`src/design/scfg_regs.vh`:
```
// Register map and reset values of the system configuration bank
`ifndef SCFG_REGS_VH
`define SCFG_REGS_VH

`define SCFG_OFF_NMI0        8'h00
`define SCFG_OFF_NMI1        8'h04
`define SCFG_OFF_CONFIG      8'h08
`define SCFG_OFF_BYP_LO      8'h0C
`define SCFG_OFF_BYP_HI      8'h10
`define SCFG_OFF_DBGF        8'h14
`define SCFG_OFF_MEMPD       8'h18

`define SCFG_NMI_RST         32'h00000000
`define SCFG_ID1_RST         4'h1
`define SCFG_ID0_RST         4'h0
`define SCFG_ID1_HI          31
`define SCFG_ID1_LO          28
`define SCFG_ID0_HI          27
`define SCFG_ID0_LO          24
`define SCFG_HALT1_BIT       1
`define SCFG_HALT0_BIT       0

`define SCFG_BYP_LO_W        30
`define SCFG_BYP_HI_W        6
`define SCFG_BYP_LO_RST      30'h00000000
`define SCFG_BYP_HI_RST      6'h00

`define SCFG_DBG_ATT1        7
`define SCFG_DBG_CLK1        6
`define SCFG_DBG_DI1         5
`define SCFG_DBG_DO1         4
`define SCFG_DBG_ATT0        3
`define SCFG_DBG_CLK0        2
`define SCFG_DBG_DI0         1
`define SCFG_DBG_DO0         0
`define SCFG_DBG_RST         8'h66
`define SCFG_DBG_RW_MASK     8'hEE

`define SCFG_MEMPD_W         8
`define SCFG_MEMPD_RST       8'h00

`define SCFG_SYNC_STAGES     2

`endif

```
`src/design/scfg_dbg_route.v`:
```
// Routes one core debug port between pads and register controls
`timescale 1ns/1ps
`default_nettype none
module scfg_dbg_route (
   input  wire i_attach,
   input  wire i_reg_clk,
   input  wire i_reg_di,
   input  wire i_pad_clk,
   input  wire i_pad_di,
   input  wire i_core_do,
   input  wire i_core_do_oe_n,
   output wire o_core_clk,
   output wire o_core_di,
   output wire o_pad_do,
   output wire o_pad_do_oe_n
);
   assign o_core_clk    = i_attach ? i_reg_clk : i_pad_clk;
   assign o_core_di     = i_attach ? i_reg_di  : i_pad_di;
   assign o_pad_do      = i_core_do;
   // Pad is released while attached to the registers so an external probe sees no drive
   assign o_pad_do_oe_n = i_attach ? 1'b1 : i_core_do_oe_n;
endmodule // scfg_dbg_route
`default_nettype wire

```
`src/design/scfg_in_sync.v`:
```
// Per-pin input synchroniser with bypass select
`timescale 1ns/1ps
`default_nettype none
module scfg_in_sync #(
   parameter W = 36
) (
   input  wire         i_clk,
   input  wire         i_reset,
   input  wire [W-1:0] i_pins,
   input  wire [W-1:0] i_bypass,
   output wire [W-1:0] o_pins
);
   reg [W-1:0] meta_reg;
   reg [W-1:0] sync_reg;

   always @(posedge i_clk or posedge i_reset) begin
      if (i_reset) begin
         meta_reg <= {W{1'b0}};
         sync_reg <= {W{1'b0}};
      end else begin
         meta_reg <= i_pins;
         sync_reg <= meta_reg;
      end
   end

   assign o_pins = (i_bypass & i_pins) | (~i_bypass & sync_reg);
endmodule // scfg_in_sync
`default_nettype wire

```
`src/design/scfg_top.v`:
```
// System configuration register bank with APB slave
//
// Implementation choice: the APB slave port.
`timescale 1ns/1ps
`default_nettype none
`include "scfg_regs.vh"
module scfg_top #(
   parameter IRQ_W   = 32,
   parameter MEMPD_W = `SCFG_MEMPD_W
) (
   input  wire               i_clk,
   input  wire               i_reset,
   input  wire               i_psel,
   input  wire               i_penable,
   input  wire               i_pwrite,
   input  wire [7:0]         i_paddr,
   input  wire [31:0]        i_pwdata,
   input  wire [3:0]         i_pstrb,
   output reg  [31:0]        o_prdata,
   output wire               o_pready,
   output wire               o_pslverr,
   input  wire [IRQ_W-1:0]   i_irq,
   output reg                o_core0_nmi,
   output reg                o_core1_nmi,
   input  wire               i_core0_halted,
   input  wire               i_core1_halted,
   output wire [3:0]         o_core0_debug_instance_id,
   output wire [3:0]         o_core1_debug_instance_id,
   input  wire [35:0]        i_gpio_pins,
   output wire [35:0]        o_single_cycle_io_in,
   input  wire               i_pad0_clk,
   input  wire               i_pad0_di,
   output wire               o_pad0_do,
   output wire               o_pad0_do_oe_n,
   input  wire               i_core0_do,
   input  wire               i_core0_do_oe_n,
   output wire               o_core0_clk,
   output wire               o_core0_di,
   input  wire               i_pad1_clk,
   input  wire               i_pad1_di,
   output wire               o_pad1_do,
   output wire               o_pad1_do_oe_n,
   input  wire               i_core1_do,
   input  wire               i_core1_do_oe_n,
   output wire               o_core1_clk,
   output wire               o_core1_di,
   output wire [MEMPD_W-1:0] o_memory_power_down
);
   ////////////////////////////////////////////////////////////////////////
   reg  [31:0]                core0_nmi_source_mask_reg;
   reg  [31:0]                core1_nmi_source_mask_reg;
   reg  [3:0]                 core0_id_reg;
   reg  [3:0]                 core1_id_reg;
   reg  [`SCFG_BYP_LO_W-1:0]  byp_lo_reg;
   reg  [`SCFG_BYP_HI_W-1:0]  byp_hi_reg;
   reg  [7:0]                 dbg_reg;
   reg  [MEMPD_W-1:0]         mempd_reg;
   reg  [31:0]                rdata_next;
   reg                        hit_next;
   wire                       wr_en;
   wire                       rd_en;
   wire                       mapped;

   // Merge byte lanes of a write over the old word
   function [31:0] merge;
      input [31:0] old_v;
      input [31:0] new_v;
      input [3:0]  strb;
      integer      k;
      begin
         merge = old_v;
         for (k = 0; k < 4; k = k + 1) begin
            if (strb[k]) begin
               merge[k*8 +: 8] = new_v[k*8 +: 8];
            end
         end
      end
   endfunction

   function sel;
      input [7:0] addr;
      input [7:0] off;
      begin
         sel = (addr == off);
      end
   endfunction

   ////////////////////////////////////////////////////////////////////////
   // Zero wait-state slave; unmapped offsets answer with an error
   assign o_pready = 1'b1;
   assign wr_en    = i_psel & i_penable & i_pwrite & mapped;
   assign rd_en    = i_psel & ~i_penable & ~i_pwrite;
   assign mapped   = sel(i_paddr, `SCFG_OFF_NMI0) |
                     sel(i_paddr, `SCFG_OFF_NMI1) |
                     sel(i_paddr, `SCFG_OFF_CONFIG) |
                     sel(i_paddr, `SCFG_OFF_BYP_LO) |
                     sel(i_paddr, `SCFG_OFF_BYP_HI) |
                     sel(i_paddr, `SCFG_OFF_DBGF) |
                     sel(i_paddr, `SCFG_OFF_MEMPD);
   assign o_pslverr = i_psel & i_penable & ~mapped;

   // Lane-merged words, each sliced below to its own field
   reg [31:0] wcfg;
   reg [31:0] wdbg;
   reg [31:0] wbyl;
   reg [31:0] wbyh;
   reg [31:0] wmpd;
   always @* begin
      wcfg = merge({core1_id_reg, core0_id_reg, 24'h000000}, i_pwdata,
                   i_pstrb);
      wdbg = merge({24'h000000, dbg_reg}, i_pwdata, i_pstrb);
      wbyl = merge({2'b00, byp_lo_reg}, i_pwdata, i_pstrb);
      wbyh = merge({26'h0000000, byp_hi_reg}, i_pwdata, i_pstrb);
      wmpd = merge({{(32-MEMPD_W){1'b0}}, mempd_reg}, i_pwdata, i_pstrb);
   end

   always @(posedge i_clk or posedge i_reset) begin
      if (i_reset) begin
         core0_nmi_source_mask_reg <= `SCFG_NMI_RST;
         core1_nmi_source_mask_reg <= `SCFG_NMI_RST;
         core1_id_reg <= `SCFG_ID1_RST;
         core0_id_reg <= `SCFG_ID0_RST;
         byp_lo_reg   <= `SCFG_BYP_LO_RST;
         byp_hi_reg   <= `SCFG_BYP_HI_RST;
         dbg_reg      <= `SCFG_DBG_RST;
         mempd_reg    <= `SCFG_MEMPD_RST;
      end else if (wr_en) begin
         if (sel(i_paddr, `SCFG_OFF_NMI0)) begin
            core0_nmi_source_mask_reg <=
               merge(core0_nmi_source_mask_reg, i_pwdata, i_pstrb);
         end
         if (sel(i_paddr, `SCFG_OFF_NMI1)) begin
            core1_nmi_source_mask_reg <=
               merge(core1_nmi_source_mask_reg, i_pwdata, i_pstrb);
         end
         if (sel(i_paddr, `SCFG_OFF_CONFIG)) begin
            core1_id_reg <= wcfg[`SCFG_ID1_HI:`SCFG_ID1_LO];
            core0_id_reg <= wcfg[`SCFG_ID0_HI:`SCFG_ID0_LO];
         end
         if (sel(i_paddr, `SCFG_OFF_BYP_LO)) begin
            byp_lo_reg <= wbyl[`SCFG_BYP_LO_W-1:0];
         end
         if (sel(i_paddr, `SCFG_OFF_BYP_HI)) begin
            byp_hi_reg <= wbyh[`SCFG_BYP_HI_W-1:0];
         end
         if (sel(i_paddr, `SCFG_OFF_DBGF)) begin
            dbg_reg <= wdbg[7:0] & `SCFG_DBG_RW_MASK;
         end
         if (sel(i_paddr, `SCFG_OFF_MEMPD)) begin
            mempd_reg <= wmpd[MEMPD_W-1:0];
         end
      end
   end

   ////////////////////////////////////////////////////////////////////////
   // Read data captured in setup so it is stable through the access phase
   always @* begin
      rdata_next = 32'h00000000;
      hit_next   = 1'b1;
      case (i_paddr)
         `SCFG_OFF_NMI0:   rdata_next = core0_nmi_source_mask_reg;
         `SCFG_OFF_NMI1:   rdata_next = core1_nmi_source_mask_reg;
         `SCFG_OFF_CONFIG: begin
            rdata_next[`SCFG_ID1_HI:`SCFG_ID1_LO] = core1_id_reg;
            rdata_next[`SCFG_ID0_HI:`SCFG_ID0_LO] = core0_id_reg;
            rdata_next[`SCFG_HALT1_BIT] = i_core1_halted;
            rdata_next[`SCFG_HALT0_BIT] = i_core0_halted;
         end
         `SCFG_OFF_BYP_LO: rdata_next[`SCFG_BYP_LO_W-1:0] = byp_lo_reg;
         `SCFG_OFF_BYP_HI: rdata_next[`SCFG_BYP_HI_W-1:0] = byp_hi_reg;
         `SCFG_OFF_DBGF: begin
            rdata_next[7:0] = dbg_reg;
            rdata_next[`SCFG_DBG_DO1] = i_core1_do;
            rdata_next[`SCFG_DBG_DO0] = i_core0_do;
         end
         `SCFG_OFF_MEMPD:  rdata_next[MEMPD_W-1:0] = mempd_reg;
         default:          hit_next = 1'b0;
      endcase
   end

   always @(posedge i_clk or posedge i_reset) begin
      if (i_reset) begin
         o_prdata <= 32'h00000000;
      end else if (rd_en) begin
         o_prdata <= hit_next ? rdata_next : 32'h00000000;
      end
   end

   ////////////////////////////////////////////////////////////////////////
   // Registered so glitches on the request lines never reach a core
   always @(posedge i_clk or posedge i_reset) begin
      if (i_reset) begin
         o_core0_nmi <= 1'b0;
         o_core1_nmi <= 1'b0;
      end else begin
         o_core0_nmi <= |(i_irq & core0_nmi_source_mask_reg[IRQ_W-1:0]);
         o_core1_nmi <= |(i_irq & core1_nmi_source_mask_reg[IRQ_W-1:0]);
      end
   end

   assign o_core0_debug_instance_id = core0_id_reg;
   assign o_core1_debug_instance_id = core1_id_reg;
   assign o_memory_power_down       = mempd_reg;

   ////////////////////////////////////////////////////////////////////////
   // GPIO pin synchroniser bypass
   scfg_in_sync #(
      .W (36)
   ) u_sync (
      .i_clk    (i_clk),
      .i_reset  (i_reset),
      .i_pins   (i_gpio_pins),
      .i_bypass ({byp_hi_reg, byp_lo_reg}),
      .o_pins   (o_single_cycle_io_in)
   );

   scfg_dbg_route u_dbg0 (
      .i_attach       (dbg_reg[`SCFG_DBG_ATT0]),
      .i_reg_clk      (dbg_reg[`SCFG_DBG_CLK0]),
      .i_reg_di       (dbg_reg[`SCFG_DBG_DI0]),
      .i_pad_clk      (i_pad0_clk),
      .i_pad_di       (i_pad0_di),
      .i_core_do      (i_core0_do),
      .i_core_do_oe_n (i_core0_do_oe_n),
      .o_core_clk     (o_core0_clk),
      .o_core_di      (o_core0_di),
      .o_pad_do       (o_pad0_do),
      .o_pad_do_oe_n  (o_pad0_do_oe_n)
   );

   scfg_dbg_route u_dbg1 (
      .i_attach       (dbg_reg[`SCFG_DBG_ATT1]),
      .i_reg_clk      (dbg_reg[`SCFG_DBG_CLK1]),
      .i_reg_di       (dbg_reg[`SCFG_DBG_DI1]),
      .i_pad_clk      (i_pad1_clk),
      .i_pad_di       (i_pad1_di),
      .i_core_do      (i_core1_do),
      .i_core_do_oe_n (i_core1_do_oe_n),
      .o_core_clk     (o_core1_clk),
      .o_core_di      (o_core1_di),
      .o_pad_do       (o_pad1_do),
      .o_pad_do_oe_n  (o_pad1_do_oe_n)
   );
endmodule // scfg_top
`default_nettype wire

```
`config.mk`:
```
export PLATFORM = sky130hd
export DESIGN_NAME = scfg_top
export DESIGN_NICKNAME = d
export VERILOG_FILES = /design/src/design/scfg_dbg_route.v /design/src/design/scfg_in_sync.v /design/src/design/scfg_top.v
export VERILOG_INCLUDE_DIRS = /design/src /design/src/design
export SDC_FILE = /design/constraint.sdc
export NUM_CORES = 1
export LEC_CHECK = 0
export ABC_AREA = 1
export BUFFER_PORTS_ARGS = -buffer_cell sky130_fd_sc_hd__buf_4
export CORE_MARGIN = 2
export CORE_UTILIZATION = 35
export CTS_CLUSTER_DIAMETER = 120
export DETAILED_ROUTE_END_ITERATION = 10
export GPL_TIMING_DRIVEN = 1
export SLEW_MARGIN = 40
export SYNTH_ARGS = -nofsm -noshare
export SYNTH_HDL_FRONTEND = slang
export SYNTH_SLANG_ARGS = --single-unit
```
`constraint.sdc`:
```
create_clock -name i_clk -period 11.8 [get_ports i_clk]
set_input_delay 2.36 -clock i_clk [delete_from_list [all_inputs] [get_ports i_clk]]
set_output_delay 2.36 -clock i_clk [all_outputs]
set_load 0.02 [all_outputs]
```
After elaboration in Yosys (flattened, before gate mapping)
Cells that the tools add are included.
- mux-type cells: 14
- reduce and logical (&&, ||, !) cells: 20
- bitwise operators: 21
- equality and inequality tests: 6
- operators by type and width (operator ; number):
    AND 36 bit ; 2
    AND 32 bit ; 2
    OR reduction 32 bit ; 2
    case mux 16 bit (3 select lines) ; 1
    AND reduction 3 bit ; 16
    inverter 36 bit ; 1
    bitwise OR 36 bit ; 1
    two-way mux 32 bit ; 1
    == test 8 x 5 -> 1 bit (second input constant) ; 3
    case mux 4 bit (6 select lines) ; 1
    case mux 6 bit (4 select lines) ; 1
    == test 8 x 4 -> 1 bit (second input constant) ; 2
    case mux 2 bit (7 select lines) ; 1
    case mux 2 bit (5 select lines) ; 1
    == test 8 x 3 -> 1 bit (second input constant) ; 1
    logical NOT 8 bit ; 1
    two-way mux 1 bit ; 7
    OR reduction 7 bit ; 1
    AND 1 bit ; 6
    bitwise OR 1 bit ; 6
    case mux 2 bit (3 select lines) ; 1
    inverter 1 bit ; 3
- output and inout bits: 96
- input port bits: 127
- register bits after elaboration: 228

Logic depth before layout (Yosys ltp)
Gate-level depths: netlist of the first run.
- depth in word-level cells: 9
- gate-level depth with buffers: 12

Modules after synthesis
From an unflattened synthesis of the first run, not the netlist that was laid out.
- cells, all modules: 1202
- area, all modules: 9810.7 µm²
- modules (own cells, without submodules) (module ; times used ; area an instance (µm²) ; cells each):
    scfg_top ; 1 ; 7384.6 ; 967
    scfg_in_sync ; 1 ; 2346.0 ; 217
    scfg_dbg_route ; 2 ; 40.0 ; 9

Worst setup path after synthesis of the first run
Ideal clock, no wire load.
- kind: input to output
- from: in i_paddr[6]
- to: out o_pslverr
- slack: 6238 ps
- data arrival time: 3202 ps
- cell stages on the path: 7
- path through: inv_2 -> nand2_1 -> nor2_2 -> o211ai_1 -> nand3_2 -> buf_4 -> nor2_1
- cells in the longest elaborated chain, start to end: 9
- RTL lines (what ; line ; text):
    start: declaration ; scfg_top.v:16 ; input wire [7:0] i_paddr,
    == test 8 x 3 -> 1 bit or logical NOT 8 bit (tied branches) ; scfg_top.v:84 ; sel = (addr == off);
    bitwise OR 1 bit (5 in series) ; scfg_top.v:93 ; assign mapped = sel(i_paddr, `SCFG_OFF_NMI0) |
    bitwise OR 1 bit * ; scfg_top.v:93 ;
    inverter 1 bit * ; scfg_top.v:100 ; assign o_pslverr = i_psel & i_penable & ~mapped;
    AND 1 bit * ; scfg_top.v:100 ;
    end: declaration ; scfg_top.v:21 ; output wire o_pslverr,
Mark *: on every way between the ends. The rest lies on a longest branch, timed or not.

Worst setup path after layout of the first run
- from: in i_paddr[7]
- to: out o_pslverr
Same word-level chain as after synthesis.

==> results of run 1 <==
-- Yosys cell counts --
master	count	share of area
nor2_2	5	0.0032
mux2_2	21	0.024
a221oi_1	8	0.0072
nor3_1	5	0.0026
dfrtp_1	223	0.57
nor2_4	13	0.015
clkbuf_1	7	0.0027
nand3_1	24	0.012
dfstp_2	5	0.013
buf_4	7	0.0054
nand4_2	6	0.0077
a22o_1	5	0.0045
a21oi_1	9	0.0046
nand4_1	14	0.0090
o21ai_1	1	0.00051
o21ai_0	31	0.016
inv_2	9	0.0035
or2_2	3	0.0019
nand2_1	669	0.26
buf_2	10	0.0051
inv_1	38	0.015
o211ai_1	2	0.0015
nand3_4	1	0.0018
nand3_2	4	0.0041
conb_1	1	0.00038
clkinv_1	1	0.00038
and3_1	1	0.00064
nor2_1	21	0.0081
-- logic make-up after synthesis --
logic type | after synthesis | share of synthesized area
AO/OA/AOI/OAI | 56 | 0.0343
buffers and inverters | 72 | 0.0317
flip-flops | 228 | 0.586
multiplexers | 21 | 0.0242
other | 1 | 0.000384
AND/OR/NAND/NOR | 766 | 0.324
-- metrics by stage --
stage	total power, mW	instances	util
after global placement	0.917	1728	0.428
after CTS	1.78	1778	0.462
after global routing	1.82	1779	0.463
final	1.75	1779	0.463
after detailed placement	0.919	1728	0.429
after floorplan	0.851	1144	-
-- worst paths after layout --
path,from,slack (ns),depth (start not counted),end
min in group asynchronous,i_reset,1.83,2,u_sync.meta_reg[23]$_DFF_PP0_
worst min-delay path,u_sync.meta_reg[5]$_DFF_PP0_,0.34,0,u_sync.sync_reg[5]$_DFF_PP0_
worst min register to register,u_sync.meta_reg[5]$_DFF_PP0_,0.34,0,u_sync.sync_reg[5]$_DFF_PP0_
worst max register to register,core0_nmi_source_mask_reg[3]$_DFFE_PP0P_,10.18,4,o_core0_nmi$_DFF_PP0_
max in group asynchronous,i_reset,8.89,3,o_prdata[14]$_DFFE_PP0P_
worst max-delay path,i_paddr[7],5.69,10,o_pslverr
-- where the power goes --
group	internal [mW]	switching, mW	total, mW
registers	0.795	0.00378	0.799
logic	0.0456	0.0598	0.105
clock network	0.516	0.329	0.846
-- area by class of cell --
| type | count | area (um2) | area share |
|---|---|---|---|
| clock buffer | 33 | 708 | 0.0554 |
| inverter | 48 | 193 | 0.0151 |
| clock inverter | 17 | 204 | 0.0159 |
| timing repair buffer | 231 | 1760 | 0.138 |
| tap | 378 | 473 | 0.0370 |
| multi-input combinational | 844 | 3740 | 0.292 |
| sequential | 228 | 5710 | 0.447 |
-- critical path: cells and delay by family --
| family | cells | cell delay [ns] |
|---|---|---|
| buffers and inverters | 5 | 0.86 |
| and+or+nand+nor | 5 | 0.51 |
-- layer usage --
layer,vias up,global-route usage
met3,39,0.0398
met1,4024,0.289
met5,-,0
li1,4068,-
met4,0,0.0457
met2,286,0.332
==> results.yml, run 1 <==
run_status:
  status: "completed"
cells_and_area:
  num-fill-cells: 2764
  final_common_cell: "nand2_1"
  antenna_cells: 0
  final_cell_mix: "nand2_1 (669), buf_4 (229), dfrtp_1 (223), inv_1 (37), o21ai_0 (31)"
  fin_area_mm2: 0.0128
  drive_gt1_frac: 0.246
  final_nets: 1507
  syn_to_final_growth_pct: 31.1
hold_path:
  holdCritPathClass: "reg2reg"
clock_tree:
  cts_setup_buffers: 0
  cts_buffers: 27
  clock-sinks: 228
  h-tree-depth: 1
  clock_path_buffers: 3
  clkTransAtPathRegs_ns: 0.06
  postCtsHoldBufs: 0
  root_buffer: "clkbuf_16"
  post_cts_resized: 0
  cts_tree: "built"
  clk_latency_ns: 0.53
logic_synthesis:
  syn_area_mm2: 0.00975
  synth_cell_types: 28
  synth.ff_latch_count: 228
  yosysSeqAreaShare: 0.586
  synth_area_per_cell_um2: 8.53
  synthCells: 1144
  yosysWarnings: 0
  syn_nets: 1271
global_routing:
  grt_pass1_wl_um: 46500
  grt.total_usage: 0.206
  grt_max_degree: 141
  antenna_found_initial: 0
  grt_overflow_total: 0
  grt_pass1_vias: 8431
drt:
  highest_layer: "met4"
  drc: 0
  drt_wl_total_um: 29600
  drt-vias-per-instance: 4.73
  dr.pass1.iters: 5
  routed-wl-met3_um: 1980
  avgRoutedWirePerCell_um: 16.6
  num_vias: 8417
  wl_met2_um: 13500
  met1_length_um: 13400
  drtIter0Drc: 606
  final_antenna_net_count: 0
worst_setup_path:
  slowest_stage: "buf_4"
  worstPathRequired_ns: 9.44
  crit_path_max_incr_delay_ns: 0.30
  cpMostUsedCell: "buf_4"
  critPathArrivalTime_ns: 3.75
  crit_path_cell_trace: "buf_4, inv_2, nand2_1, nor2_2, nand2_1, buf_4, nand3_2, buf_4, nor2_1, buf_4"
  worstPathMaxFanout: 21
  criticalPathCategory: "in2out"
  critPathCaptureType: "output pin"
  cp-start-kind: "input pin"
place:
  gp_congestion: 0.833
  post-place-ws_ns: 5.69
  dpl.hpwl_um: 20600
  portBuffers: 221
  place_area_mm2: 0.0118
sta:
  timing.fmax_ghz: 0.164
  finalClockSkew_ns: 0.00872
  finalCritPeriodShare: 0.518
  final.min_clock_period_ns: 6.11
  rsz0062_at_grt: "false"
  worst_slack_ns: 5.69
  tightest_slew_ns: 0.711
  holdWs_ns: 0.339
  maxSlewHeadroom: 0.526
  setup_tns_ns: 0
  slew_viol_final: 0
  setup_viol: 0
  hold_viol: 0
pwr:
  p_per_area_mw_per_mm2: 137
  p_leak_nw: 6.79
  ir_worst_vdd_v: 0.0000907
floorplan:
  start_util: 0.353
  die_w_um: 171
  boundaryPins: 223
  core_mm2: 0.0276
  row_count: 61
  die_area_mm2: 0.0292
  dieHeight_um: 171
flow_run:
  drv_cap: 0
(Power assumes the default switching activity.)
==> run 2: changes to the inputs <==
clock period = 5.9 ns   (was 11.8 ns; I/O delays follow)
==> results.yml, run 2 (synthesis results as in run 1) <==
cells_and_area:
  fin_area_mm2: 0.0128
  final_cell_mix: "nand2_1 (669), buf_4 (228), dfrtp_1 (223), inv_1 (37), o21ai_0 (31)"
  final_common_cell: "nand2_1"
  multiInputGateArea_mm2: 0.00374
  antenna_cells: 0
  utilization: 0.464
  num-fill-cells: 2786
  syn_to_final_growth_pct: 31.5
  final_nets: 1509
  drive_gt1_frac: 0.248
  seq_area_mm2: 0.00571
global_routing:
  grt_overflow_total: 0
  grt_pass1_wl_um: 46500
  grt_pass1_vias: 8230
  grt_max_degree: 84
  grt.total_usage: 0.206
  antenna_found_initial: 1
worst_setup_path:
  r2r_end: "o_core0_nmi$_DFF_PP0_"
  slowest_stage: "buf_4"
  worstPathMaxFanout: 21
  worstRegToRegCells: 4
  reg2reg_slack_ns: 4.33
  worst-path-buf-inv: 5
  worstPathRequired_ns: 4.72
  cp-start-kind: "input pin"
  r2r-start: "core0_nmi_source_mask_reg[3]$_DFFE_PP0P_"
  critPathArrivalTime_ns: 2.56
  crit_path_max_incr_delay_ns: 0.30
  cpMostUsedCell: "buf_4"
  critPathCaptureType: "output pin"
  crit_path_cell_trace: "buf_4, inv_2, nand2_1, nor2_2, nand2_1, buf_4, nand3_2, buf_4, nor2_1, buf_4"
  cp_top_family: "buffers and inverters"
  criticalPathCategory: "in2out"
  cp-startpoint: "i_paddr[6]"
place:
  gp_congestion: 0.848
  dpl.hpwl_um: 21200
  post-place-ws_ns: 2.16
  place_area_mm2: 0.0119
  portBuffers: 221
drt:
  drc: 0
  dr.pass1.iters: 5
  avgRoutedWirePerCell_um: 16.8
  drt-vias-per-instance: 4.70
  drtIter0Drc: 508
  drt_wl_total_um: 29800
  num_vias: 8378
  final_antenna_net_count: 0
pwr:
  switching_share: 0.225
  internal-power_mw: 2.70
  power_frac_comb: 0.061
  p_leak_nw: 6.81
  seqPwrFrac: 0.459
  ir_worst_vdd_v: 0.000257
  share_clk_of_total_power: 0.480
  p_per_area_mw_per_mm2: 271
  p_sw_uw: 783
sta:
  setup_viol: 0
  worst_slack_ns: 2.16
  finalCritPeriodShare: 0.635
  rsz0062_at_grt: "false"
  hold_viol: 0
  setup_tns_ns: 0
  tightest_slew_ns: 0.707
  slew_viol_final: 0
  finalClockSkew_ns: 0.00916
  maxSlewHeadroom: 0.527
  final.min_clock_period_ns: 3.74
  timing.fmax_ghz: 0.267
clock_tree:
  cts_setup_buffers: 0
  clkTransAtPathRegs_ns: 0.06
  clk_latency_ns: 0.53
  h-tree-depth: 1
  root_buffer: "clkbuf_16"
  clock-sinks: 228
  cts_tree: "built"
  cts_buffers: 27
  clock_path_buffers: 3
  postCtsHoldBufs: 0
  post_cts_resized: 0
floorplan:
  dieHeight_um: 171
  core_mm2: 0.0276
  start_util: 0.353
  die_area_mm2: 0.0292
  die_w_um: 171
  row_count: 61
  boundaryPins: 223
hold_path:
  holdCritPathClass: "reg2reg"
  min_from: "u_sync.meta_reg[16]$_DFF_PP0_"
  hold_end: "u_sync.sync_reg[16]$_DFF_PP0_"
  hold_depth: 0
run_status:
  status: "completed"
flow_run:
  drv_cap: 0
[run 2: cell types whose count changed in the layout (fill, tap and decap cells not counted)]
cell	previous run	this run
buf_6	0	1
clkbuf_1	5	4
inv_12	1	0
buf_8	0	1
inv_6	2	1
clkinv_2	7	6
buf_4	229	228
buf_16	1	2
bufinv_16	4	2
clkbuf_8	2	7
buf_12	0	1
[run 2: final cells by class]
class / count / share of cell area
clock inverters: 12 / 0.00956
inverters: 48 / 0.0143
repair buffers: 233 / 0.141
flip-flops and latches: 228 / 0.445
clock buffers: 38 / 0.0613
well taps: 378 / 0.0369
multi-input cells: 844 / 0.291
[run 2: how the worst max path moves through the flow]
stage,to,slack (ns),depth (start not counted)
final,o_pslverr,2.16,10
after global routing,o_pslverr,2.07,10
after CTS,o_pslverr,2.15,10
after detailed placement,o_pslverr,2.16,10
after global placement,o_pslverr,2.18,10
after floorplan,byp_hi_reg[0]$_DFFE_PP0P_,1.74,1
[run 2: metal layers]
| metal | vias up | wire length (um) | GRT usage |
|---|---|---|---|
| li1 | 4072 | - | - |
| met3 | 50 | 1910 | 0.0375 |
| met5 | - | 16 | 0 |
| met2 | 250 | 13700 | 0.335 |
| met4 | 2 | 789 | 0.0564 |
| met1 | 4004 | 13400 | 0.284 |
[run 2: worst reg2reg max path: cells and delay by family, from the launching register on]
kind / cells / cell delay (ns)
AND/OR/NAND/NOR: 3 / 0.81
flip-flops: 1 / 0.40
AO/OA/AOI/OAI: 1 / 0.24
[run 2: power by group through the flow]
| stage | clock network [mW] | logic, mW | registers, mW |
|---|---|---|---|
| detailed placement | 0 | 0.215 | 1.63 |
| CTS | 1.72 | 0.216 | 1.60 |
| finish | 1.67 | 0.212 | 1.60 |
| floorplan | 0 | 0.0763 | 1.63 |
| global placement | 0 | 0.211 | 1.62 |
| global route | 1.78 | 0.232 | 1.60 |
[run 2: per-stage QoR]
step	power (mW)	hold WS, ns	instances
final	3.48	0.347	1781
after global routing	3.61	0.357	1781
after CTS	3.53	0.348	1781
after detailed placement	1.84	0.336	1731
after global placement	1.84	0.332	1728
after floorplan	1.70	0.331	1144
